[src/hdl/glc_map.vh]
// Register map, field codes and timing constants of the line control block
// Operation
// - Four lines chosen by an index; every line setting held per line.
// - Each line has a direction bit: input or output.
// - Each line has a polarity invert bit that flips its level.
// - Level readback of selected line returns 1 for high, 0 for low.
// - Read-only vector gives all line levels, line n in bit n.
// - Per-line deglitch and debounce filters, each with width in microseconds.
// - Deglitch accepts a new level only after it persisted the full width.
// - Debounce passes first edge at once, then blocks changes for the width.
// - Deglitch result feeds the debounce filter.
// - Output source drives the line only while direction is output.
// - Sources: other line, soft output, counter, table block, exposure.
// - Sources also include frame-trigger-ready.
// - Soft output index picks a bit; writing the level sets that bit.
// - Soft output vector writes and reads all soft outputs, bit n each.
// - Read-only circuit type per line: tri-state, opto-coupled or open-drain.
// - Aux supply enable exists only on supporting lines and switches supply.
// - Table input trigger type: low, high, falling, rising or any edge.
// - Writing table bits all loads all eight bits of selected table.
// - Row select chooses which table row the row bit reaches.
// - Row bit reads or writes the table entry at the selected row.
// - Each table has three inputs and eight configuration bits.
// - Block flip-flop loads value table result only while enable table true.
`ifndef GLC_MAP_VH
`define GLC_MAP_VH
`define GLC_OFF_LINE_SEL 8'h00
`define GLC_OFF_LINE_CFG 8'h04
`define GLC_OFF_FILT_SEL 8'h08
`define GLC_OFF_FILT_US 8'h0c
`define GLC_OFF_LEVEL 8'h10
`define GLC_OFF_LEVEL_ALL 8'h14
`define GLC_OFF_SOFT_IDX 8'h18
`define GLC_OFF_SOFT_LVL 8'h1c
`define GLC_OFF_SOFT_ALL 8'h20
`define GLC_OFF_TBL_SEL 8'h24
`define GLC_OFF_TBL_ALL 8'h28
`define GLC_OFF_TBL_ROW 8'h2c
`define GLC_OFF_TBL_BIT 8'h30
`define GLC_OFF_TBL_IN_SEL 8'h34
`define GLC_OFF_TBL_TRIG 8'h38
// Line config fields
`define GLC_CFG_DIR 0
`define GLC_CFG_INV 1
`define GLC_CFG_AUX 2
`define GLC_CFG_SRC_LO 4
`define GLC_CFG_SRC_HI 7
`define GLC_CFG_TYPE_LO 8
`define GLC_CFG_TYPE_HI 9
// Output sources
`define GLC_SRC_LINE0 4'h0
`define GLC_SRC_SOFT0 4'h4
`define GLC_SRC_COUNTER 4'h8
`define GLC_SRC_BLOCK 4'h9
`define GLC_SRC_EXPOSE 4'ha
`define GLC_SRC_FTRIG 4'hb
// Circuit types
`define GLC_TYPE_TRI 2'h0
`define GLC_TYPE_OPTO 2'h1
`define GLC_TYPE_OD 2'h2
// Trigger types
`define GLC_TRIG_LOW 3'h0
`define GLC_TRIG_HIGH 3'h1
`define GLC_TRIG_FALL 3'h2
`define GLC_TRIG_RISE 3'h3
`define GLC_TRIG_ANY 3'h4
// Reset values
`define GLC_TBL_RESET 8'h00
`define GLC_US_RESET 16'h0000
// Timing
`define GLC_CLK_MHZ 125
`define GLC_CNT_W 24
`endif

[src/hdl/glc_line_control.v]
// Four-line I/O control with filters, output muxing and a table logic block
//
// The implementer's own choices: the register addresses and the Avalon-MM register port.
`timescale 1ns/1ps
`default_nettype none
`include "glc_map.vh"
module glc_line_control (
    input wire CLK_I,
    input wire RESETN_I,
    input wire [7:0] AVS_ADDRESS_I,
    input wire AVS_READ_I,
    input wire AVS_WRITE_I,
    input wire [31:0] AVS_WRITEDATA_I,
    output reg [31:0] AVS_READDATA_O,
    output reg AVS_WAITREQUEST_O,
    input wire [3:0] LINE_I,
    output reg [3:0] LINE_O,
    output reg [3:0] LINE_OE_O,
    output reg [3:0] AUX_SUPPLY_EN_O,
    input wire COUNTER_ACTIVE_I,
    input wire EXPOSURE_ACTIVE_I,
    input wire FRAME_TRIGGER_READY_I,
    input wire [3:0] TBL_SRC_I,
    output reg BLOCK_OUT_O
);
    // Circuit type per line; fixed by the board
    parameter [7:0] LINE_TYPES = {`GLC_TYPE_TRI, `GLC_TYPE_TRI, `GLC_TYPE_OD, `GLC_TYPE_OPTO};
    parameter [3:0] AUX_CAPABLE = 4'h4;

    reg [1:0] line_index_select_r;
    reg [3:0] line_direction_r;
    reg [3:0] line_polarity_invert_r;
    reg [3:0] aux_supply_enable_r;
    reg [15:0] output_signal_select_r;
    reg input_filter_kind_select_r;
    reg [15:0] deglitch_us_r [0:3];
    reg [15:0] debounce_us_r [0:3];
    reg [1:0] soft_output_index_r;
    reg [3:0] soft_output_vector_r;
    reg table_kind_select_r;
    reg [7:0] value_tbl_r;
    reg [7:0] enable_tbl_r;
    reg [2:0] table_row_select_r;
    reg [1:0] tbl_in_sel_r;
    reg [8:0] table_input_trigger_type_r;
    reg [3:0] sync1_r;
    reg [3:0] sync2_r;
    wire [3:0] glitch_out;
    wire [3:0] bounce_out;
    reg [2:0] tbl_in_d_r;
    reg block_q_r;
    reg [3:0] line_level;
    reg [31:0] rd_nxt;
    reg [3:0] drive_nxt;

    // Trigger evaluation of one table input
    function trig_eval;
        input [2:0] kind;
        input cur;
        input prev;
        begin
            case (kind)
                `GLC_TRIG_LOW: trig_eval = ~cur;
                `GLC_TRIG_HIGH: trig_eval = cur;
                `GLC_TRIG_FALL: trig_eval = prev & ~cur;
                `GLC_TRIG_RISE: trig_eval = ~prev & cur;
                `GLC_TRIG_ANY: trig_eval = prev ^ cur;
                default: trig_eval = 1'b0;
            endcase
        end
    endfunction

    // Microseconds to clock cycles
    function [`GLC_CNT_W-1:0] us_cycles;
        input [15:0] us;
        reg [31:0] prod;
        begin
            prod = {16'h0000, us} * `GLC_CLK_MHZ;
            // Largest width still fits the counter
            us_cycles = prod[`GLC_CNT_W-1:0];
        end
    endfunction

    wire wr = AVS_WRITE_I & ~AVS_WAITREQUEST_O;
    wire rd = AVS_READ_I & ~AVS_WAITREQUEST_O;
    wire [1:0] ls = line_index_select_r;

    // Table inputs and flip-flop
    wire [2:0] tbl_act;
    genvar t;
    generate
        for (t = 0; t < 3; t = t + 1) begin : g_tin
            assign tbl_act[t] = trig_eval(table_input_trigger_type_r[3*t+2:3*t],
                                          TBL_SRC_I[t], tbl_in_d_r[t]);
        end
    endgenerate
    wire value_res = value_tbl_r[tbl_act];
    wire enable_res = enable_tbl_r[tbl_act];

    // Per-line input filtering
    genvar g;
    generate
        for (g = 0; g < 4; g = g + 1) begin : g_line
            reg [`GLC_CNT_W-1:0] gcnt_r;
            reg [`GLC_CNT_W-1:0] bcnt_r;
            reg glitch_r;
            reg bounce_r;
            // One driver per line keeps the vectors single-sourced
            assign glitch_out[g] = glitch_r;
            assign bounce_out[g] = bounce_r;
            always @(posedge CLK_I) begin
                if (!RESETN_I) begin
                    gcnt_r <= {`GLC_CNT_W{1'b0}};
                    bcnt_r <= {`GLC_CNT_W{1'b0}};
                    glitch_r <= 1'b0;
                    bounce_r <= 1'b0;
                end else begin
                    // Deglitch: count while raw differs from accepted level
                    if (sync2_r[g] == glitch_r) begin
                        gcnt_r <= {`GLC_CNT_W{1'b0}};
                    end else if (gcnt_r + 1'b1 >= us_cycles(deglitch_us_r[g])) begin
                        glitch_r <= sync2_r[g];
                        gcnt_r <= {`GLC_CNT_W{1'b0}};
                    end else begin
                        gcnt_r <= gcnt_r + 1'b1;
                    end
                    // Debounce: pass edge, then hold off
                    if (bcnt_r != {`GLC_CNT_W{1'b0}}) begin
                        bcnt_r <= bcnt_r - 1'b1;
                    end else if (glitch_r != bounce_r) begin
                        bounce_r <= glitch_r;
                        bcnt_r <= us_cycles(debounce_us_r[g]);
                    end
                end
            end
        end
    endgenerate

    // Line level after the inverter; outputs reflect driven value
    always @* begin
        line_level = (line_direction_r & LINE_O) |
                     (~line_direction_r & (bounce_out ^ line_polarity_invert_r));
    end

    // Output source multiplexer
    integer k;
    always @* begin
        drive_nxt = 4'h0;
        for (k = 0; k < 4; k = k + 1) begin
            case (output_signal_select_r[4*k+:4])
                4'h0, 4'h1, 4'h2, 4'h3:
                    drive_nxt[k] = line_level[output_signal_select_r[4*k+:2]];
                4'h4, 4'h5, 4'h6, 4'h7:
                    drive_nxt[k] = soft_output_vector_r[output_signal_select_r[4*k+:2]];
                `GLC_SRC_COUNTER: drive_nxt[k] = COUNTER_ACTIVE_I;
                `GLC_SRC_BLOCK: drive_nxt[k] = block_q_r;
                `GLC_SRC_EXPOSE: drive_nxt[k] = EXPOSURE_ACTIVE_I;
                `GLC_SRC_FTRIG: drive_nxt[k] = FRAME_TRIGGER_READY_I;
                default: drive_nxt[k] = 1'b0;
            endcase
        end
        drive_nxt = drive_nxt ^ line_polarity_invert_r;
    end

    // Read mux
    always @* begin
        rd_nxt = 32'h0000_0000;
        case (AVS_ADDRESS_I)
            `GLC_OFF_LINE_SEL: rd_nxt[1:0] = ls;
            `GLC_OFF_LINE_CFG: begin
                rd_nxt[`GLC_CFG_DIR] = line_direction_r[ls];
                rd_nxt[`GLC_CFG_INV] = line_polarity_invert_r[ls];
                rd_nxt[`GLC_CFG_AUX] = aux_supply_enable_r[ls];
                rd_nxt[`GLC_CFG_SRC_HI:`GLC_CFG_SRC_LO] = output_signal_select_r[4*ls+:4];
                rd_nxt[`GLC_CFG_TYPE_HI:`GLC_CFG_TYPE_LO] = LINE_TYPES[2*ls+:2];
            end
            `GLC_OFF_FILT_SEL: rd_nxt[0] = input_filter_kind_select_r;
            `GLC_OFF_FILT_US: rd_nxt[15:0] = input_filter_kind_select_r ?
                                              debounce_us_r[ls] : deglitch_us_r[ls];
            `GLC_OFF_LEVEL: rd_nxt[0] = line_level[ls];
            `GLC_OFF_LEVEL_ALL: rd_nxt[3:0] = line_level;
            `GLC_OFF_SOFT_IDX: rd_nxt[1:0] = soft_output_index_r;
            `GLC_OFF_SOFT_LVL: rd_nxt[0] = soft_output_vector_r[soft_output_index_r];
            `GLC_OFF_SOFT_ALL: rd_nxt[3:0] = soft_output_vector_r;
            `GLC_OFF_TBL_SEL: rd_nxt[0] = table_kind_select_r;
            `GLC_OFF_TBL_ALL: rd_nxt[7:0] = table_kind_select_r ? enable_tbl_r : value_tbl_r;
            `GLC_OFF_TBL_ROW: rd_nxt[2:0] = table_row_select_r;
            `GLC_OFF_TBL_BIT: rd_nxt[0] = table_kind_select_r ?
                                           enable_tbl_r[table_row_select_r] :
                                           value_tbl_r[table_row_select_r];
            `GLC_OFF_TBL_IN_SEL: rd_nxt[1:0] = tbl_in_sel_r;
            `GLC_OFF_TBL_TRIG: rd_nxt[2:0] = (tbl_in_sel_r == 2'h3) ? 3'h0 :
                                              table_input_trigger_type_r[3*tbl_in_sel_r+:3];
            default: rd_nxt = 32'h0000_0000;
        endcase
    end

    // Registers and bus
    always @(posedge CLK_I) begin
        if (!RESETN_I) begin
            AVS_READDATA_O <= 32'h0000_0000;
            AVS_WAITREQUEST_O <= 1'b1;
            LINE_O <= 4'h0;
            LINE_OE_O <= 4'h0;
            AUX_SUPPLY_EN_O <= 4'h0;
            BLOCK_OUT_O <= 1'b0;
            line_index_select_r <= 2'h0;
            line_direction_r <= 4'h0;
            line_polarity_invert_r <= 4'h0;
            aux_supply_enable_r <= 4'h0;
            output_signal_select_r <= 16'h0000;
            input_filter_kind_select_r <= 1'b0;
            deglitch_us_r[0] <= `GLC_US_RESET;
            deglitch_us_r[1] <= `GLC_US_RESET;
            deglitch_us_r[2] <= `GLC_US_RESET;
            deglitch_us_r[3] <= `GLC_US_RESET;
            debounce_us_r[0] <= `GLC_US_RESET;
            debounce_us_r[1] <= `GLC_US_RESET;
            debounce_us_r[2] <= `GLC_US_RESET;
            debounce_us_r[3] <= `GLC_US_RESET;
            soft_output_index_r <= 2'h0;
            soft_output_vector_r <= 4'h0;
            table_kind_select_r <= 1'b0;
            value_tbl_r <= `GLC_TBL_RESET;
            enable_tbl_r <= `GLC_TBL_RESET;
            table_row_select_r <= 3'h0;
            tbl_in_sel_r <= 2'h0;
            table_input_trigger_type_r <= 9'h000;
            sync1_r <= 4'h0;
            sync2_r <= 4'h0;
            tbl_in_d_r <= 3'h0;
            block_q_r <= 1'b0;
        end else begin
            sync1_r <= LINE_I;
            sync2_r <= sync1_r;
            tbl_in_d_r <= TBL_SRC_I[2:0];
            if (enable_res) begin
                block_q_r <= value_res;
            end
            BLOCK_OUT_O <= block_q_r;
            LINE_OE_O <= line_direction_r;
            LINE_O <= drive_nxt & line_direction_r;
            AUX_SUPPLY_EN_O <= aux_supply_enable_r & AUX_CAPABLE;
            // One wait cycle per access, then answer
            AVS_WAITREQUEST_O <= ~((AVS_READ_I | AVS_WRITE_I) & AVS_WAITREQUEST_O);
            if (rd) begin
                AVS_READDATA_O <= 32'h0000_0000;
            end else begin
                AVS_READDATA_O <= rd_nxt;
            end
            if (wr) begin
                case (AVS_ADDRESS_I)
                    `GLC_OFF_LINE_SEL: line_index_select_r <= AVS_WRITEDATA_I[1:0];
                    `GLC_OFF_LINE_CFG: begin
                        line_direction_r[ls] <= AVS_WRITEDATA_I[`GLC_CFG_DIR];
                        line_polarity_invert_r[ls] <= AVS_WRITEDATA_I[`GLC_CFG_INV];
                        aux_supply_enable_r[ls] <= AVS_WRITEDATA_I[`GLC_CFG_AUX] &
                                                   AUX_CAPABLE[ls];
                        output_signal_select_r[4*ls+:4] <=
                            AVS_WRITEDATA_I[`GLC_CFG_SRC_HI:`GLC_CFG_SRC_LO];
                    end
                    `GLC_OFF_FILT_SEL: input_filter_kind_select_r <= AVS_WRITEDATA_I[0];
                    `GLC_OFF_FILT_US: begin
                        if (input_filter_kind_select_r) begin
                            debounce_us_r[ls] <= AVS_WRITEDATA_I[15:0];
                        end else begin
                            deglitch_us_r[ls] <= AVS_WRITEDATA_I[15:0];
                        end
                    end
                    `GLC_OFF_SOFT_IDX: soft_output_index_r <= AVS_WRITEDATA_I[1:0];
                    `GLC_OFF_SOFT_LVL:
                        soft_output_vector_r[soft_output_index_r] <= AVS_WRITEDATA_I[0];
                    `GLC_OFF_SOFT_ALL: soft_output_vector_r <= AVS_WRITEDATA_I[3:0];
                    `GLC_OFF_TBL_SEL: table_kind_select_r <= AVS_WRITEDATA_I[0];
                    `GLC_OFF_TBL_ALL: begin
                        if (table_kind_select_r) begin
                            enable_tbl_r <= AVS_WRITEDATA_I[7:0];
                        end else begin
                            value_tbl_r <= AVS_WRITEDATA_I[7:0];
                        end
                    end
                    `GLC_OFF_TBL_ROW: table_row_select_r <= AVS_WRITEDATA_I[2:0];
                    `GLC_OFF_TBL_BIT: begin
                        if (table_kind_select_r) begin
                            enable_tbl_r[table_row_select_r] <= AVS_WRITEDATA_I[0];
                        end else begin
                            value_tbl_r[table_row_select_r] <= AVS_WRITEDATA_I[0];
                        end
                    end
                    `GLC_OFF_TBL_IN_SEL: tbl_in_sel_r <= AVS_WRITEDATA_I[1:0];
                    `GLC_OFF_TBL_TRIG: begin
                        // Input3 has no table column; its setting is dropped
                        if (tbl_in_sel_r != 2'h3) begin
                            table_input_trigger_type_r[3*tbl_in_sel_r+:3] <=
                                AVS_WRITEDATA_I[2:0];
                        end
                    end
                    default: begin
                    end
                endcase
            end
        end
    end
endmodule
`default_nettype wire

[config.mk]
export PLATFORM = sky130hd
export DESIGN_NAME = glc_line_control
export DESIGN_NICKNAME = d
export VERILOG_FILES = /design/src/hdl/glc_line_control.v
export VERILOG_INCLUDE_DIRS = /design/src /design/src/hdl
export SDC_FILE = /design/constraint.sdc
export NUM_CORES = 2
export LEC_CHECK = 0
export ABC_AREA = 0
export BUFFER_PORTS_ARGS = -buffer_cell sky130_fd_sc_hd__buf_2
export CAP_MARGIN = 25
export CORE_MARGIN = 10
export CORE_UTILIZATION = 45
export CTS_CLUSTER_SIZE = 28
export DETAILED_ROUTE_END_ITERATION = 7
export GPL_TIMING_DRIVEN = 0
export PLACE_DENSITY = 0.69
export SKIP_CTS_REPAIR_TIMING = 1
export SLEW_MARGIN = 20
export SYNTH_ARGS = -nofsm -noshare
export SYNTH_HDL_FRONTEND = slang
export SYNTH_SLANG_ARGS = --single-unit
export TNS_END_PERCENT = 30
[constraint.sdc]
create_clock -name CLK_I -period 17.4 [get_ports CLK_I]
set_input_delay 3.48 -clock CLK_I [delete_from_list [all_inputs] [get_ports CLK_I]]
set_output_delay 3.48 -clock CLK_I [all_outputs]
set_load 0.03 [all_outputs]
==> key figures <==
Setup path
  • Crit path arrival time: 7880 ps
  • Crit. End Element: flip-flop
  • Critical path type: flip-flop to flip-flop
  • Setup crit start kind: flip-flop
  • R2R depth: 25
  • Crit path max fanout: 10
  • Reg-to-reg slack, setup: 10,060 ps
  • Critical path required time: 17,950 ps

Pwr
  • Power per cell area: ~110 nW/µm²
  • Leakage: 21.3 nW
  • Worst VDD drop: a little over 100 µV

STA
  • Endpoints failing setup: 0
  • RSZ-0062 raised after global routing: false
  • Setup_tns: 0 ps
  • Worst clock skew: 24.3 ps
  • Fin. Hold Viols: 0
  • Slew at the pin closest to its max-slew limit: 1160 ps
  • Max Freq: 0.136 GHz
  • Pins Over Slew Limit: 0
  • Fin crit share: 42.2%
  • Min Clock Period, post-route: 7340 ps
  • Max_slew headroom: 22.7%

Synth
  • Yosys warning total: 0
  • Cell Area, Synth: 43,700 µm²
  • Number of flops mapped to enable cells by yosys: around 130
  • Synth cell types: 79
  • Post-synth ARST share: 0%
  • #FFs+latches synth: 437
  • Avg Inst Size Synth: 9.74 µm²
  • Synth Flop Type: dfxtp_1
  • Mapped Cells: about 4,500
  • Sequential area share after synthesis: 23.0%

CTS
  • Deepest clock path buffer count: 3
  • CTS tree: yes
  • CTS Sinks: 437
  • CTS root buffer: clkbuf_16
  • Latest clock arrival within the worst-skew pair: 640 ps
  • CTS HTree Levels: 2
  • Num CTS Buffers: 53
  • CTS clk-pin slew, worst paths: ~60 ps

Placed design
  • Routability congestion estimate from global placement: 0.988
  • Placed insts: around 6,000
  • Dpl hpwl: 90.9 mm
  • I/O Buffers: between 60 and 70

Floorplanning
  • DIE WIDTH: between 300 and 400 µm
  • Core footprint: slightly below 100,000 µm²
  • Top-level port count: 101
  • Die Y: 332 µm
  • Die area: 110,000 µm²
  • Initial Util: 45.3%
  • Rows: approximately 110

Layout
  • Multi-input gate area: 31,200 µm²
  • Non-Filler Instances: 5,955
  • Layout cells sized above 1: 6.20%
  • Synth-to-Final Area Change: 9.13%
  • Register cell area after layout: 10,000 µm²
  • Util after Layout: 49.4%
  • Fillcell total: 8,781
  • Final net count: 5,662

GRT
  • Initial antenna violation count: 7
  • Largest net degree at the start of global routing: 17
  • Total Routing Usage GR: roughly a fifth
  • First-pass GRT wire length: ~180 mm
  • Total grt overflow: 0
  • Vias in the first global route: 33,200

Hold path
  • Worst min-delay path category: flip-flop to flip-flop
  • Hold depth: 1

Routing
  • Antenna Nets Post-Route: 0
  • Remaining DRCs: 0
  • Total number of vias: about 33,000
  • Pre-antenna DRT Iters: 6
  • WL/cell: 18.9 µm
  • Routed WL: approximately 110 mm
  • First DRT Iteration DRCs: between 2,000 and 3,000
  • Vias per cell: 5.55

Job
  • Max Cap Viol: 0

Outcome
  • Run status: finished clean
## per-stage QoR
| stage | setup slack [ps] | hold slack (ps) | power [W] | area [µm²] |
|---|---|---|---|---|
| finish | 10060 | 432 | 0.00506 | 47700 |
| global route | 9650 | 452 | 0.00550 | 47700 |
| CTS | 9970 | 435 | 0.00507 | 47700 |
| detailed placement | 10010 | 421 | 0.00384 | 45800 |
| global placement | 9820 | 417 | 0.00378 | 45700 |
| floorplan | 11220 | 412 | 0.00330 | 43800 |
## cell usage in the layout, fill, tap and decap left out, drive strengths merged, types with 119 or more instances in the layout
cell type	netlist	layout
ha	540	540
xnor2	156	156
and2	149	149
dfxtp	309	309
nor2b	119	119
clkbuf	105	172
fa	432	432
nand2	243	243
inv	530	536
edfxtp	128	128
a21oi	214	214
nor2	295	295
xor2	133	133
## routing by layer
metal / vias to the layer above / track usage, % / routed length [µm]
li1: 15800 / - / -
met1: 16100 / 26.6 / 48400
met2: 995 / 33.6 / 52600
met3: 202 / 3.49 / 8110
met4: 4 / 6.59 / 3700
met5: - / 0 / 22
## registers in the layout, summed over array words and instances, names as in the netlist, 8 cells and up, named ones only
signal and count:
AVS_READDATA_O 16, enable_tbl_r 8, table_input_trigger_type_r 9, value_tbl_r 8
g_line.gcnt_r 96, g_line.bcnt_r 96, output_signal_select_r 16, deglitch_us_r 64
debounce_us_r 64
## layout make-up
class,instances,area share [%]
Multi-Input combinational cell,3410,65.5
Sequential cell,437,21.0
Inverter,530,4.17
Tap cell,1276,3.35
Clock buffer,67,3.02
Buffer,132,1.20
Clock inverter,31,0.921
Timing Repair Buffer,71,0.840
Antenna cell,1,0.00525
## synth_stat cells, types with 12 or more instances
cell,count,share of area (%)
a211oi_1,62,1.1
a21o_1,93,1.6
a21oi_1,214,2.5
a221oi_1,15,0.30
a22oi_1,16,0.27
a311oi_1,13,0.26
a31oi_1,39,0.56
and2_1,148,2.1
and3_1,63,0.90
and4_1,12,0.24
buf_4,20,0.34
clkbuf_1,105,0.90
dfxtp_1,309,14
edfxtp_1,128,8.8
fa_1,432,20
ha_1,540,15
inv_1,530,4.6
mux2i_1,36,0.82
mux4_2,54,2.8
nand2_1,243,2.1
nand2b_1,31,0.44
nand3_1,106,1.2
nand3b_1,13,0.22
nand4_1,54,0.77
nor2_1,294,2.5
nor2b_1,119,1.7
nor3_1,87,1.0
nor4_1,26,0.37
o211ai_1,24,0.41
o21a_1,25,0.43
o21ai_0,116,1.3
o21bai_1,17,0.29
o22ai_1,27,0.39
or2_2,13,0.19
or3_1,18,0.26
xnor2_1,156,3.1
xor2_1,133,2.7
## power by group
part	switching (W)	internal, W
Combinational	0.00147	0.00113
Clock	0.000477	0.000737
Sequential	0.000113	0.00114
Total	0.00206	0.00300
## kinds of logic (layout without fill, tap and decap cells)
logic type,Yosys count,in the layout,share of synthesized area [%]
AND/OR/NAND/NOR,1261,1261,14.7
adder cells (fa/ha/maj),972,972,35.3
AO/OA/AOI/OAI,764,764,11.5
buffers and inverters,662,831,5.86
flip-flops,437,437,23.0
XOR/XNOR,289,289,5.79
multiplexers,101,101,3.89
other,1,24,0.00858
## critical path: stages, from the launching register on
cell and delay (ps):
edfxtp_1 550, inv_1 200, fa_1 570, fa_1 440, fa_1 510, fa_1 510
inv_1 40, ha_1 340, o21a_1 190, nor2_1 90, a31oi_1 70, a221o_1 390
a211o_1 340, a31o_2 230, a21oi_1 180, xnor2_1 100, ha_1 200, a21o_1 170
a21o_1 160, a21oi_1 210, o211ai_1 130, a21oi_1 190, o211ai_1 330, or3_1 590
clkbuf_1 310, nor2b_1 200
## final timing paths
| check | from | end |
|---|---|---|
| max reg2reg | deglitch_us_r[2][3] | g_line[2].gcnt_r[16] |
| max | deglitch_us_r[2][3] | g_line[2].gcnt_r[16] |
| min reg2reg | sync1_r[1] | sync2_r[1] |
| min | sync1_r[1] | sync2_r[1] |
Power figures use the tool's default switching activity.
